File: src/core/csfr_consts.svh
// Offsets, field positions, reset values and stack limits of the core special function registers
`ifndef CSFR_CONSTS_SVH
`define CSFR_CONSTS_SVH
`define CSFR_ADDR_STACK_LOW 8'h81
`define CSFR_ADDR_DP_LOW 8'h82
`define CSFR_ADDR_DP_HIGH 8'h83
`define CSFR_ADDR_DP_PAGE 8'h84
`define CSFR_ADDR_POWER_CTRL 8'h87
`define CSFR_ADDR_STACK_EXT 8'hb7
`define CSFR_ADDR_STATUS 8'hd0
`define CSFR_ADDR_MATH 8'he0
`define CSFR_ADDR_HELPER 8'hf0
`define CSFR_ADDR_CORE_CFG 8'haf
`define CSFR_ADDR_CAL_OFS 8'hf1
`define CSFR_ADDR_CAL_GAIN 8'hf3
`define CSFR_ADDR_PORT1 8'h90
`define CSFR_RST_STACK_LOW 8'h07
`define CSFR_RST_STACK_EXT 8'h00
`define CSFR_RST_POWER_CTRL 8'h00
`define CSFR_RST_STATUS 8'h00
`define CSFR_RST_PORT1 8'hff
`define CSFR_STACK_EXT_MASK 8'h07
`define CSFR_CFG_STACK_EXT_BIT 7
`define CSFR_PC_RATE_DOUBLER 7
`define CSFR_PC_SERIAL_WAKE 6
`define CSFR_PC_EXTINT_WAKE 5
`define CSFR_PC_LATCH_OFF 4
`define CSFR_PC_POWERDOWN 1
`define CSFR_PC_LIGHT_SLEEP 0
`define CSFR_PSW_BANK_HIGH 4
`define CSFR_PSW_BANK_LOW 3
`define CSFR_PSW_PARITY 0
`define CSFR_XRAM_STACK_BASE 11'h100
`endif

File: src/core/csfr_pkg.sv
// Types shared by the core special function register block
package csfr_pkg;
    typedef enum logic [1:0] {csfr_op_none, csfr_op_push, csfr_op_pop} csfr_stack_op_t;
    typedef struct packed {
        logic [7:0] math_q;
        logic [7:0] helper_q;
        logic [7:0] stack_low_q;
        logic [2:0] stack_ext_q;
        logic [7:0] dp_page_q;
        logic [7:0] dp_high_q;
        logic [7:0] dp_low_q;
        logic [7:0] status_q;
        logic [7:0] power_q;
        logic [7:0] core_cfg_q;
        logic [7:0] port1_q;
        logic [7:0] port1_en_q;
        logic [15:0] cal_ofs_q;
        logic [15:0] cal_gain_q;
        logic cal_loaded_q;
        logic [7:0] rdata_q;
        logic [10:0] stack_addr_q;
        logic stack_wr_q;
        logic [7:0] stack_wdata_q;
        logic idle_q;
        logic powerdown_q;
        logic wake_q;
    } csfr_state_t;
endpackage

File: src/core/csfr_core_regs.sv
// Core special function registers: math, helper, stack, data pointer, status and power control
//
// What this block does
// - Push increments pointer before writing data.
// - Reset puts stack pointer at 07H.
// - Extension low three bits form address top.
// - Pointer increment carries high into page.
// - Helper takes multiply/divide result, else scratch.
// - Status bits 4:3 select bank binary.
// - Bit 7 doubles baud; bits 3,2 flags.
// - Bit 6 lets serial interrupt end powerdown.
// - Bit 5 lets external interrupt end powerdown.
// - Unoccupied addresses: no storage, writes ignored.
// - Bit access only at 0H/8H addresses.
// - Port 1 digital only after writing 0.
// - Calibration loaded from factory at power-up.
// - Stack wraps FFH, or continues to 0100H.
// - Stack pointer low byte at 81H.
`timescale 1ns/100ps
`include "csfr_consts.svh"
module csfr_core_regs (
    // Clock and reset
    input wire logic clk,
    input wire logic srst,
    // Special function byte access
    input wire logic [7:0] sfr_addr,
    input wire logic sfr_wr,
    input wire logic sfr_rd,
    input wire logic [7:0] sfr_wdata,
    output logic [7:0] sfr_rdata,
    // Bit access
    input wire logic bit_wr,
    input wire logic [2:0] bit_sel,
    input wire logic bit_val,
    // Execution unit updates
    input wire logic [7:0] alu_math,
    input wire logic alu_math_we,
    input wire logic [7:0] alu_helper,
    input wire logic muldiv_we,
    input wire logic [2:0] alu_flags,
    input wire logic alu_flags_we,
    input wire logic dp_inc,
    input wire csfr_pkg::csfr_stack_op_t stack_op,
    input wire logic [7:0] stack_push_data,
    // Factory calibration source
    input wire logic [15:0] factory_cal_ofs,
    input wire logic [15:0] factory_cal_gain,
    // Wake sources
    input wire logic serial_irq,
    input wire logic extint0_irq,
    // Status out
    output logic [10:0] stack_addr,
    output logic stack_wr,
    output logic [7:0] stack_wdata,
    output logic [1:0] bank_sel,
    output logic [7:0] helper_operand,
    output logic [23:0] data_pointer,
    output logic uart_rate_doubler,
    output logic latch_strobe_disable,
    output logic idle_mode,
    output logic powerdown_mode,
    output logic wake_event,
    output logic [7:0] port1_digital_en,
    output logic [15:0] cal_ofs,
    output logic [15:0] cal_gain
);
    import csfr_pkg::*;

    csfr_state_t s_q;
    csfr_state_t s_d;

    // ==============================================
    // Next state
    always_comb begin
        logic [10:0] sp_now;
        logic [10:0] sp_next;
        logic [16:0] dp_sum;
        logic [7:0] bit_reg;
        logic [7:0] bit_new;
        logic hit;
        sp_now = 11'h000;
        sp_next = 11'h000;
        dp_sum = 17'h00000;
        bit_reg = 8'h00;
        bit_new = 8'h00;
        hit = 1'b0;
        s_d = s_q;
        s_d.stack_wr_q = 1'b0;
        s_d.wake_q = 1'b0;

        if (!s_q.cal_loaded_q) begin
            s_d.cal_ofs_q = factory_cal_ofs;
            s_d.cal_gain_q = factory_cal_gain;
            s_d.cal_loaded_q = 1'b1;
        end

        if (bit_wr && (sfr_addr[2:0] == 3'h0)) begin
            if (sfr_addr == `CSFR_ADDR_STATUS) begin
                bit_reg = s_q.status_q;
                hit = 1'b1;
            end else if (sfr_addr == `CSFR_ADDR_MATH) begin
                bit_reg = s_q.math_q;
                hit = 1'b1;
            end else if (sfr_addr == `CSFR_ADDR_HELPER) begin
                bit_reg = s_q.helper_q;
                hit = 1'b1;
            end else if (sfr_addr == `CSFR_ADDR_PORT1) begin
                bit_reg = s_q.port1_q;
                hit = 1'b1;
            end
            bit_new = bit_reg;
            bit_new[bit_sel] = bit_val;
            if (hit) begin
                if (sfr_addr == `CSFR_ADDR_STATUS) begin
                    s_d.status_q = bit_new;
                end else if (sfr_addr == `CSFR_ADDR_MATH) begin
                    s_d.math_q = bit_new;
                end else if (sfr_addr == `CSFR_ADDR_HELPER) begin
                    s_d.helper_q = bit_new;
                end else begin
                    s_d.port1_q = bit_new;
                end
            end
        end

        if (sfr_wr) begin
            if (sfr_addr == `CSFR_ADDR_STACK_LOW) begin
                s_d.stack_low_q = sfr_wdata;
            end else if (sfr_addr == `CSFR_ADDR_STACK_EXT) begin
                s_d.stack_ext_q = sfr_wdata[2:0];
            end else if (sfr_addr == `CSFR_ADDR_DP_LOW) begin
                s_d.dp_low_q = sfr_wdata;
            end else if (sfr_addr == `CSFR_ADDR_DP_HIGH) begin
                s_d.dp_high_q = sfr_wdata;
            end else if (sfr_addr == `CSFR_ADDR_DP_PAGE) begin
                s_d.dp_page_q = sfr_wdata;
            end else if (sfr_addr == `CSFR_ADDR_POWER_CTRL) begin
                s_d.power_q = sfr_wdata;
            end else if (sfr_addr == `CSFR_ADDR_STATUS) begin
                s_d.status_q = sfr_wdata;
            end else if (sfr_addr == `CSFR_ADDR_MATH) begin
                s_d.math_q = sfr_wdata;
            end else if (sfr_addr == `CSFR_ADDR_HELPER) begin
                s_d.helper_q = sfr_wdata;
            end else if (sfr_addr == `CSFR_ADDR_CORE_CFG) begin
                s_d.core_cfg_q = sfr_wdata;
            end else if (sfr_addr == `CSFR_ADDR_PORT1) begin
                s_d.port1_q = sfr_wdata;
            end
        end

        // Execution results win over software writes
        if (alu_math_we) begin
            s_d.math_q = alu_math;
        end
        if (muldiv_we) begin
            s_d.helper_q = alu_helper;
        end
        if (alu_flags_we) begin
            s_d.status_q[7] = alu_flags[2];
            s_d.status_q[6] = alu_flags[1];
            s_d.status_q[2] = alu_flags[0];
        end

        if (dp_inc) begin
            dp_sum = {1'b0, s_q.dp_high_q, s_q.dp_low_q} + 17'h00001;
            s_d.dp_low_q = dp_sum[7:0];
            s_d.dp_high_q = dp_sum[15:8];
            s_d.dp_page_q = s_q.dp_page_q + {7'h00, dp_sum[16]};
        end

        sp_now = {s_q.stack_ext_q, s_q.stack_low_q};
        case (stack_op)
            csfr_op_push: begin
                if (s_q.core_cfg_q[`CSFR_CFG_STACK_EXT_BIT]) begin
                    sp_next = sp_now + 11'h001;
                end else begin
                    sp_next = {s_q.stack_ext_q, s_q.stack_low_q + 8'h01};
                end
                s_d.stack_low_q = sp_next[7:0];
                s_d.stack_ext_q = sp_next[10:8];
                s_d.stack_addr_q = sp_next;
                s_d.stack_wr_q = 1'b1;
                s_d.stack_wdata_q = stack_push_data;
            end
            csfr_op_pop: begin
                if (s_q.core_cfg_q[`CSFR_CFG_STACK_EXT_BIT]) begin
                    sp_next = sp_now - 11'h001;
                end else begin
                    sp_next = {s_q.stack_ext_q, s_q.stack_low_q - 8'h01};
                end
                s_d.stack_addr_q = sp_now;
                s_d.stack_low_q = sp_next[7:0];
                s_d.stack_ext_q = sp_next[10:8];
            end
            default: begin
                s_d.stack_addr_q = sp_now;
            end
        endcase

        s_d.status_q[`CSFR_PSW_PARITY] = ^s_d.math_q;
        s_d.port1_en_q = ~s_d.port1_q;

        s_d.idle_q = s_d.power_q[`CSFR_PC_LIGHT_SLEEP];
        s_d.powerdown_q = s_d.power_q[`CSFR_PC_POWERDOWN];
        if (s_q.powerdown_q &&
            ((serial_irq && s_q.power_q[`CSFR_PC_SERIAL_WAKE]) ||
             (extint0_irq && s_q.power_q[`CSFR_PC_EXTINT_WAKE]))) begin
            s_d.power_q[`CSFR_PC_POWERDOWN] = 1'b0;
            s_d.powerdown_q = 1'b0;
            s_d.wake_q = 1'b1;
        end
        // Any interrupt ends idle
        if (s_q.idle_q && (serial_irq || extint0_irq)) begin
            s_d.power_q[`CSFR_PC_LIGHT_SLEEP] = 1'b0;
            s_d.idle_q = 1'b0;
        end

        // Registered read; unmapped reads give zero
        s_d.rdata_q = 8'h00;
        if (sfr_rd) begin
            if (sfr_addr == `CSFR_ADDR_STACK_LOW) begin
                s_d.rdata_q = s_q.stack_low_q;
            end else if (sfr_addr == `CSFR_ADDR_STACK_EXT) begin
                s_d.rdata_q = {5'h00, s_q.stack_ext_q};
            end else if (sfr_addr == `CSFR_ADDR_DP_LOW) begin
                s_d.rdata_q = s_q.dp_low_q;
            end else if (sfr_addr == `CSFR_ADDR_DP_HIGH) begin
                s_d.rdata_q = s_q.dp_high_q;
            end else if (sfr_addr == `CSFR_ADDR_DP_PAGE) begin
                s_d.rdata_q = s_q.dp_page_q;
            end else if (sfr_addr == `CSFR_ADDR_POWER_CTRL) begin
                s_d.rdata_q = s_q.power_q;
            end else if (sfr_addr == `CSFR_ADDR_STATUS) begin
                s_d.rdata_q = s_q.status_q;
            end else if (sfr_addr == `CSFR_ADDR_MATH) begin
                s_d.rdata_q = s_q.math_q;
            end else if (sfr_addr == `CSFR_ADDR_HELPER) begin
                s_d.rdata_q = s_q.helper_q;
            end else if (sfr_addr == `CSFR_ADDR_CORE_CFG) begin
                s_d.rdata_q = s_q.core_cfg_q;
            end else if (sfr_addr == `CSFR_ADDR_PORT1) begin
                s_d.rdata_q = s_q.port1_q;
            end else if (sfr_addr == `CSFR_ADDR_CAL_OFS) begin
                s_d.rdata_q = s_q.cal_ofs_q[7:0];
            end else if (sfr_addr == `CSFR_ADDR_CAL_GAIN) begin
                s_d.rdata_q = s_q.cal_gain_q[7:0];
            end
        end
    end

    // ==============================================
    // State register
    always_ff @(posedge clk) begin
        if (srst) begin
            s_q <= '0;
            s_q.stack_low_q <= `CSFR_RST_STACK_LOW;
            s_q.stack_ext_q <= 3'h0;
            s_q.status_q <= `CSFR_RST_STATUS;
            s_q.power_q <= `CSFR_RST_POWER_CTRL;
            s_q.port1_q <= `CSFR_RST_PORT1;
            s_q.port1_en_q <= ~`CSFR_RST_PORT1;
            s_q.stack_addr_q <= {3'h0, `CSFR_RST_STACK_LOW};
        end else begin
            s_q <= s_d;
        end
    end

    // ==============================================
    // Outputs, all straight from flip-flops
    assign sfr_rdata = s_q.rdata_q;
    assign stack_addr = s_q.stack_addr_q;
    assign stack_wr = s_q.stack_wr_q;
    assign stack_wdata = s_q.stack_wdata_q;
    assign bank_sel = {s_q.status_q[`CSFR_PSW_BANK_HIGH], s_q.status_q[`CSFR_PSW_BANK_LOW]};
    assign helper_operand = s_q.helper_q;
    assign data_pointer = {s_q.dp_page_q, s_q.dp_high_q, s_q.dp_low_q};
    assign uart_rate_doubler = s_q.power_q[`CSFR_PC_RATE_DOUBLER];
    assign latch_strobe_disable = s_q.power_q[`CSFR_PC_LATCH_OFF];
    assign idle_mode = s_q.idle_q;
    assign powerdown_mode = s_q.powerdown_q;
    assign wake_event = s_q.wake_q;
    // digital only where bit is 0
    assign port1_digital_en = s_q.port1_en_q;
    assign cal_ofs = s_q.cal_ofs_q;
    assign cal_gain = s_q.cal_gain_q;
endmodule

File: config.mk
export PLATFORM = sky130hd
export DESIGN_NAME = csfr_core_regs
export DESIGN_NICKNAME = d
export VERILOG_FILES = /design/src/core/csfr_pkg.sv /design/src/core/csfr_core_regs.sv
export VERILOG_INCLUDE_DIRS = /design/src /design/src/core
export SDC_FILE = /design/constraint.sdc
export NUM_CORES = 1
export LEC_CHECK = 0
export BUFFER_PORTS_ARGS = -buffer_cell sky130_fd_sc_hd__buf_2
export CAP_MARGIN = 10
export CORE_ASPECT_RATIO = 1.5
export CORE_UTILIZATION = 40
export DETAILED_ROUTE_END_ITERATION = 8
export GPL_TIMING_DRIVEN = 0
export PLACE_DENSITY = 0.72
export SLEW_MARGIN = 20
export SYNTH_ARGS = -nofsm -noshare
export SYNTH_HDL_FRONTEND = slang
export SYNTH_SLANG_ARGS = --single-unit
File: constraint.sdc
create_clock -name clk -period 2.6 [get_ports clk]
set_clock_uncertainty 0.1 [all_clocks]
set_input_delay 0.13 -clock clk [delete_from_list [all_inputs] [get_ports clk]]
set_output_delay 0.13 -clock clk [all_outputs]
set_load 0.03 [all_outputs]
==> results list <==
* Result of the run: finished with violations
- Violations in the final reports: hold timing
- The final number of hold-violating endpoints came to 1.
* Worst slack at placement: -0.932 ns
* Smallest setup slack after layout: 0.0199 ns
- Die width: 127 um
* Crit path launch type: input port
- Setup repair after global routing could not meet its margin everywhere.
- Entering global routing, the biggest net connects 17 pins.
- The number of nets in the synthesized netlist is 1295.
- The Yosys step of the flow raised 0 warnings.
- Via density per instance: 5.77
* Worst setup path class: in2reg
* Top fanout value on the critical path: 8
* CTS buffer count: 17
- In the finished design, the share of the clock period the worst path needs comes to 99.2%.
- Clock latency on the worst-skew pair: 0.45 ns
- Sequential cell area in the final layout: 3080 um^2
- WL per Instance: 20.2 um
- Synthesis produced 1196 cells.
- Detailed-route wire length: 35.7 mm
- Yosys mapped a number of flops with a built-in enable equal to 0.
- Grt total ovfl: 0
* Total DRC errors in the routed layout: 0
- Clock-pin slew was measured on the worst setup and hold paths at 0.07 ns.
* Average size of a mapped cell: 7.79 um^2
- For the worst setup path, the data required time is 2.86 ns.
- Based on the critical path, the design can be clocked at up to 388 MHz.
- Vias in the first global route: 9746
- Gr usage total: 29.8%
- By area the synthesized netlist is led by sky130_fd_sc_hd__dfxtp_1 33%, sky130_fd_sc_hd__buf_4 8.1%, sky130_fd_sc_hd__mux2i_1 7.3%.
* Buffers on Ports: 188
- The worst setup path is captured at a flip-flop.
* Rows: 68
- The multi-input combinational cells in the finished layout cover a total of 5310 um^2.
* Filler cell count: 2173
- Final TNS setup: 0 ns
* Starting DRT DRC Count: 892
- Maximum resistive drop on vdd: 0.488 mV
- Of the synthesized area, sequential elements account for 32.9%.
- Fraction of layout instances using a drive strength above 1: 28.0%
- For this configuration, the core starts out at a cell density of 40.6%.
* Ports: 199
- Once placement finished, the instance area stood at 10600 um^2.
* Number of iterations in the first detailed-routing pass: 5
- The tool flagged a number of max-cap violations equal to 0.
- Final setup violation count: 0
* Biggest area consumer among synthesized cells: sky130_fd_sc_hd__dfxtp_1
* Total number of vias: 10200
- Global placer's final weighted congestion: 0.980
- The number of antenna violations at the first check in global routing is 2.
- Top cell type's share of synthesized area: 32.9%
- After synthesis the cells add up to 9320 um^2.
* Post-synth top flop: sky130_fd_sc_hd__dfxtp_1
- STA puts the critical path data arrival time at 2.84 ns.
- Power density normalized to cell area: 509 nW/um^2
- The tightest min-delay check is of the in2reg type.
- Overall power consumption after layout is estimated at 6.17 mW.
* Tmin final: 2.58 ns
* Wire length of the first global-routing pass: 54.3 mm
* Tightest Pin Transition: 0.955 ns
- The synthesized design contains 153 register bits.
- Final HPWL from detailed placement: 26.2 mm
- The core region is 23000 um^2.
- Leakage power: 5.26 nW
- Clk sink count: 153
- Clock tree synthesis selected as its root buffer the cell sky130_fd_sc_hd__clkbuf_16.
* Number of buffers on the longest clock path: 2
- Worst slack on hold paths: -0.0176 ns
- CTS H-tree lvls: 4
- Yosys mapped the design onto 77 distinct sky130hd cell types.
- Number of antenna-violating nets in the routed design: 0
* Finished Cell Area: 12100 um^2
- CTS tree: yes
* Count of nets after finishing: 1569
- The final-report max-slew violation count is 0.
* Vertical extent of the die: 189 um
* Post-synthesis async set-or-reset flop share: 0%
- Die area: 23900 um^2
* Remaining max-slew budget at the tightest pin: 36.3%
* P&R area growth vs syn: 30.1%
==> power by group <==
part / internal, mW / switching, mW
Clock: 1.38 / 1.10
Sequential: 2.44 / 0.0846
Combinational: 0.464 / 0.708
Total: 4.28 / 1.89
==> registers in the layout, summed over array words and instances (netlist names) <==
name	cells
wake_event	1
uart_rate_doubler	1
sfr_rdata	8
cal_ofs	16
bank_sel	2
helper_operand	8
latch_strobe_disable	1
port1_digital_en	8
s_q	47
data_pointer	24
stack_wdata	8
cal_gain	16
stack_addr	11
powerdown_mode	1
stack_wr	1
==> metal layers <==
| layer | GRT usage, % | wire length (um) | vias to the layer above |
|---|---|---|---|
| li1 | - | - | 4737 |
| met1 | 31.3 | 13000 | 4757 |
| met2 | 52.0 | 17600 | 511 |
| met3 | 5.96 | 2340 | 184 |
| met4 | 22.7 | 2740 | 0 |
| met5 | 0 | 0 | - |
==> metrics by stage <==
stage,instances,hold WS (ns),util [%]
6_report,1765,-0.0176,52.8
2_1_floorplan,1196,0.141,-
4_1_cts,1756,0.00360,51.7
3_3_place_gp,1664,0.260,46.2
5_1_grt,1764,0.0278,52.8
3_5_place_dp,1664,0.261,46.2
==> path summary, 6_finish.rpt <==
check | from | endpoint | slack, ns | cells after the start
worst max-delay path | sfr_addr[1] | s_q[96] | 0.02 | 11
worst min-delay path | alu_math[4] | s_q[151] | -0.02 | 5
worst max register to register | helper_operand[0] | s_q[96] | 0.02 | 8
worst min register to register | s_q[81] | s_q[81] | 0.36 | 2
==> repair_timing <==
action,4_1_cts,5_1_grt
pin swaps,3,14
setup buffers,1,8
hold buffers,60,0
endpoints found under the setup margin,26,56
gates resized for setup,25,49
endpoints found under the hold margin,58,0
==> placed cells by master (no fill, tap or decap), types with 29 or more instances in the layout <==
| cell type | Yosys | routed |
|---|---|---|
| sky130_fd_sc_hd__nand2_1 | 106 | 104 |
| sky130_fd_sc_hd__inv_1 | 29 | 29 |
| sky130_fd_sc_hd__buf_2 | 10 | 197 |
| sky130_fd_sc_hd__dfxtp_1 | 153 | 148 |
| sky130_fd_sc_hd__clkbuf_1 | 62 | 57 |
| sky130_fd_sc_hd__buf_4 | 101 | 111 |
| sky130_fd_sc_hd__dlygate4sd3_1 | 0 | 60 |
| sky130_fd_sc_hd__nand3_1 | 45 | 41 |
| sky130_fd_sc_hd__mux2i_1 | 68 | 68 |
| sky130_fd_sc_hd__a21oi_1 | 83 | 82 |
| sky130_fd_sc_hd__o21ai_0 | 47 | 43 |
| sky130_fd_sc_hd__nor2_1 | 156 | 152 |
==> worst max-delay path: stages <==
cell                        delay (ns)
sky130_fd_sc_hd__buf_2            0.14
sky130_fd_sc_hd__or4_1            0.53
sky130_fd_sc_hd__buf_4            0.19
sky130_fd_sc_hd__or3_1            0.38
sky130_fd_sc_hd__clkbuf_4         0.20
sky130_fd_sc_hd__a311oi_1         0.35
sky130_fd_sc_hd__o2bb2ai_2        0.12
sky130_fd_sc_hd__xor2_2           0.17
sky130_fd_sc_hd__xnor2_1          0.15
sky130_fd_sc_hd__xnor2_1          0.23
sky130_fd_sc_hd__mux2i_1          0.26
==> synth_stat cells (7+ instances only) <==
cell type	count
sky130_fd_sc_hd__a211oi_1	22
sky130_fd_sc_hd__a21oi_1	83
sky130_fd_sc_hd__a221oi_1	19
sky130_fd_sc_hd__a22oi_1	13
sky130_fd_sc_hd__and2_1	9
sky130_fd_sc_hd__and3_1	24
sky130_fd_sc_hd__buf_1	12
sky130_fd_sc_hd__buf_2	10
sky130_fd_sc_hd__buf_4	101
sky130_fd_sc_hd__clkbuf_1	62
sky130_fd_sc_hd__dfxtp_1	153
sky130_fd_sc_hd__ha_1	7
sky130_fd_sc_hd__inv_1	29
sky130_fd_sc_hd__mux2_2	11
sky130_fd_sc_hd__mux2i_1	68
sky130_fd_sc_hd__nand2_1	106
sky130_fd_sc_hd__nand3_1	45
sky130_fd_sc_hd__nand4_1	10
sky130_fd_sc_hd__nor2_1	156
sky130_fd_sc_hd__nor3_1	29
sky130_fd_sc_hd__o211ai_1	15
sky130_fd_sc_hd__o21ai_0	47
sky130_fd_sc_hd__o22ai_1	8
sky130_fd_sc_hd__xnor2_1	7
sky130_fd_sc_hd__xor2_1	12
==> final cells by class <==
| class | count | share of cell area [%] |
|---|---|---|
| Multi-Input combinational cell | 829 | 43.8 |
| Antenna cell | 2 | 0.0413 |
| Buffer | 183 | 9.04 |
| Clock buffer | 20 | 3.77 |
| Tap cell | 280 | 2.89 |
| Clock inverter | 12 | 0.960 |
| Timing Repair Buffer | 257 | 13.3 |
| Inverter | 29 | 0.898 |
| Sequential cell | 153 | 25.4 |
==> cells by family after synthesis <==
kind of cell | synth area share, %
xor gates and xnor gates | 1.79
DFF | 32.9
buffers and inverters | 12.8
muxes | 8.63
and+or+nand+nor | 22.1
AOI/OAI and AO/OA | 20.9
adders and majority gates | 0.940
(Power assumes the default switching activity.)
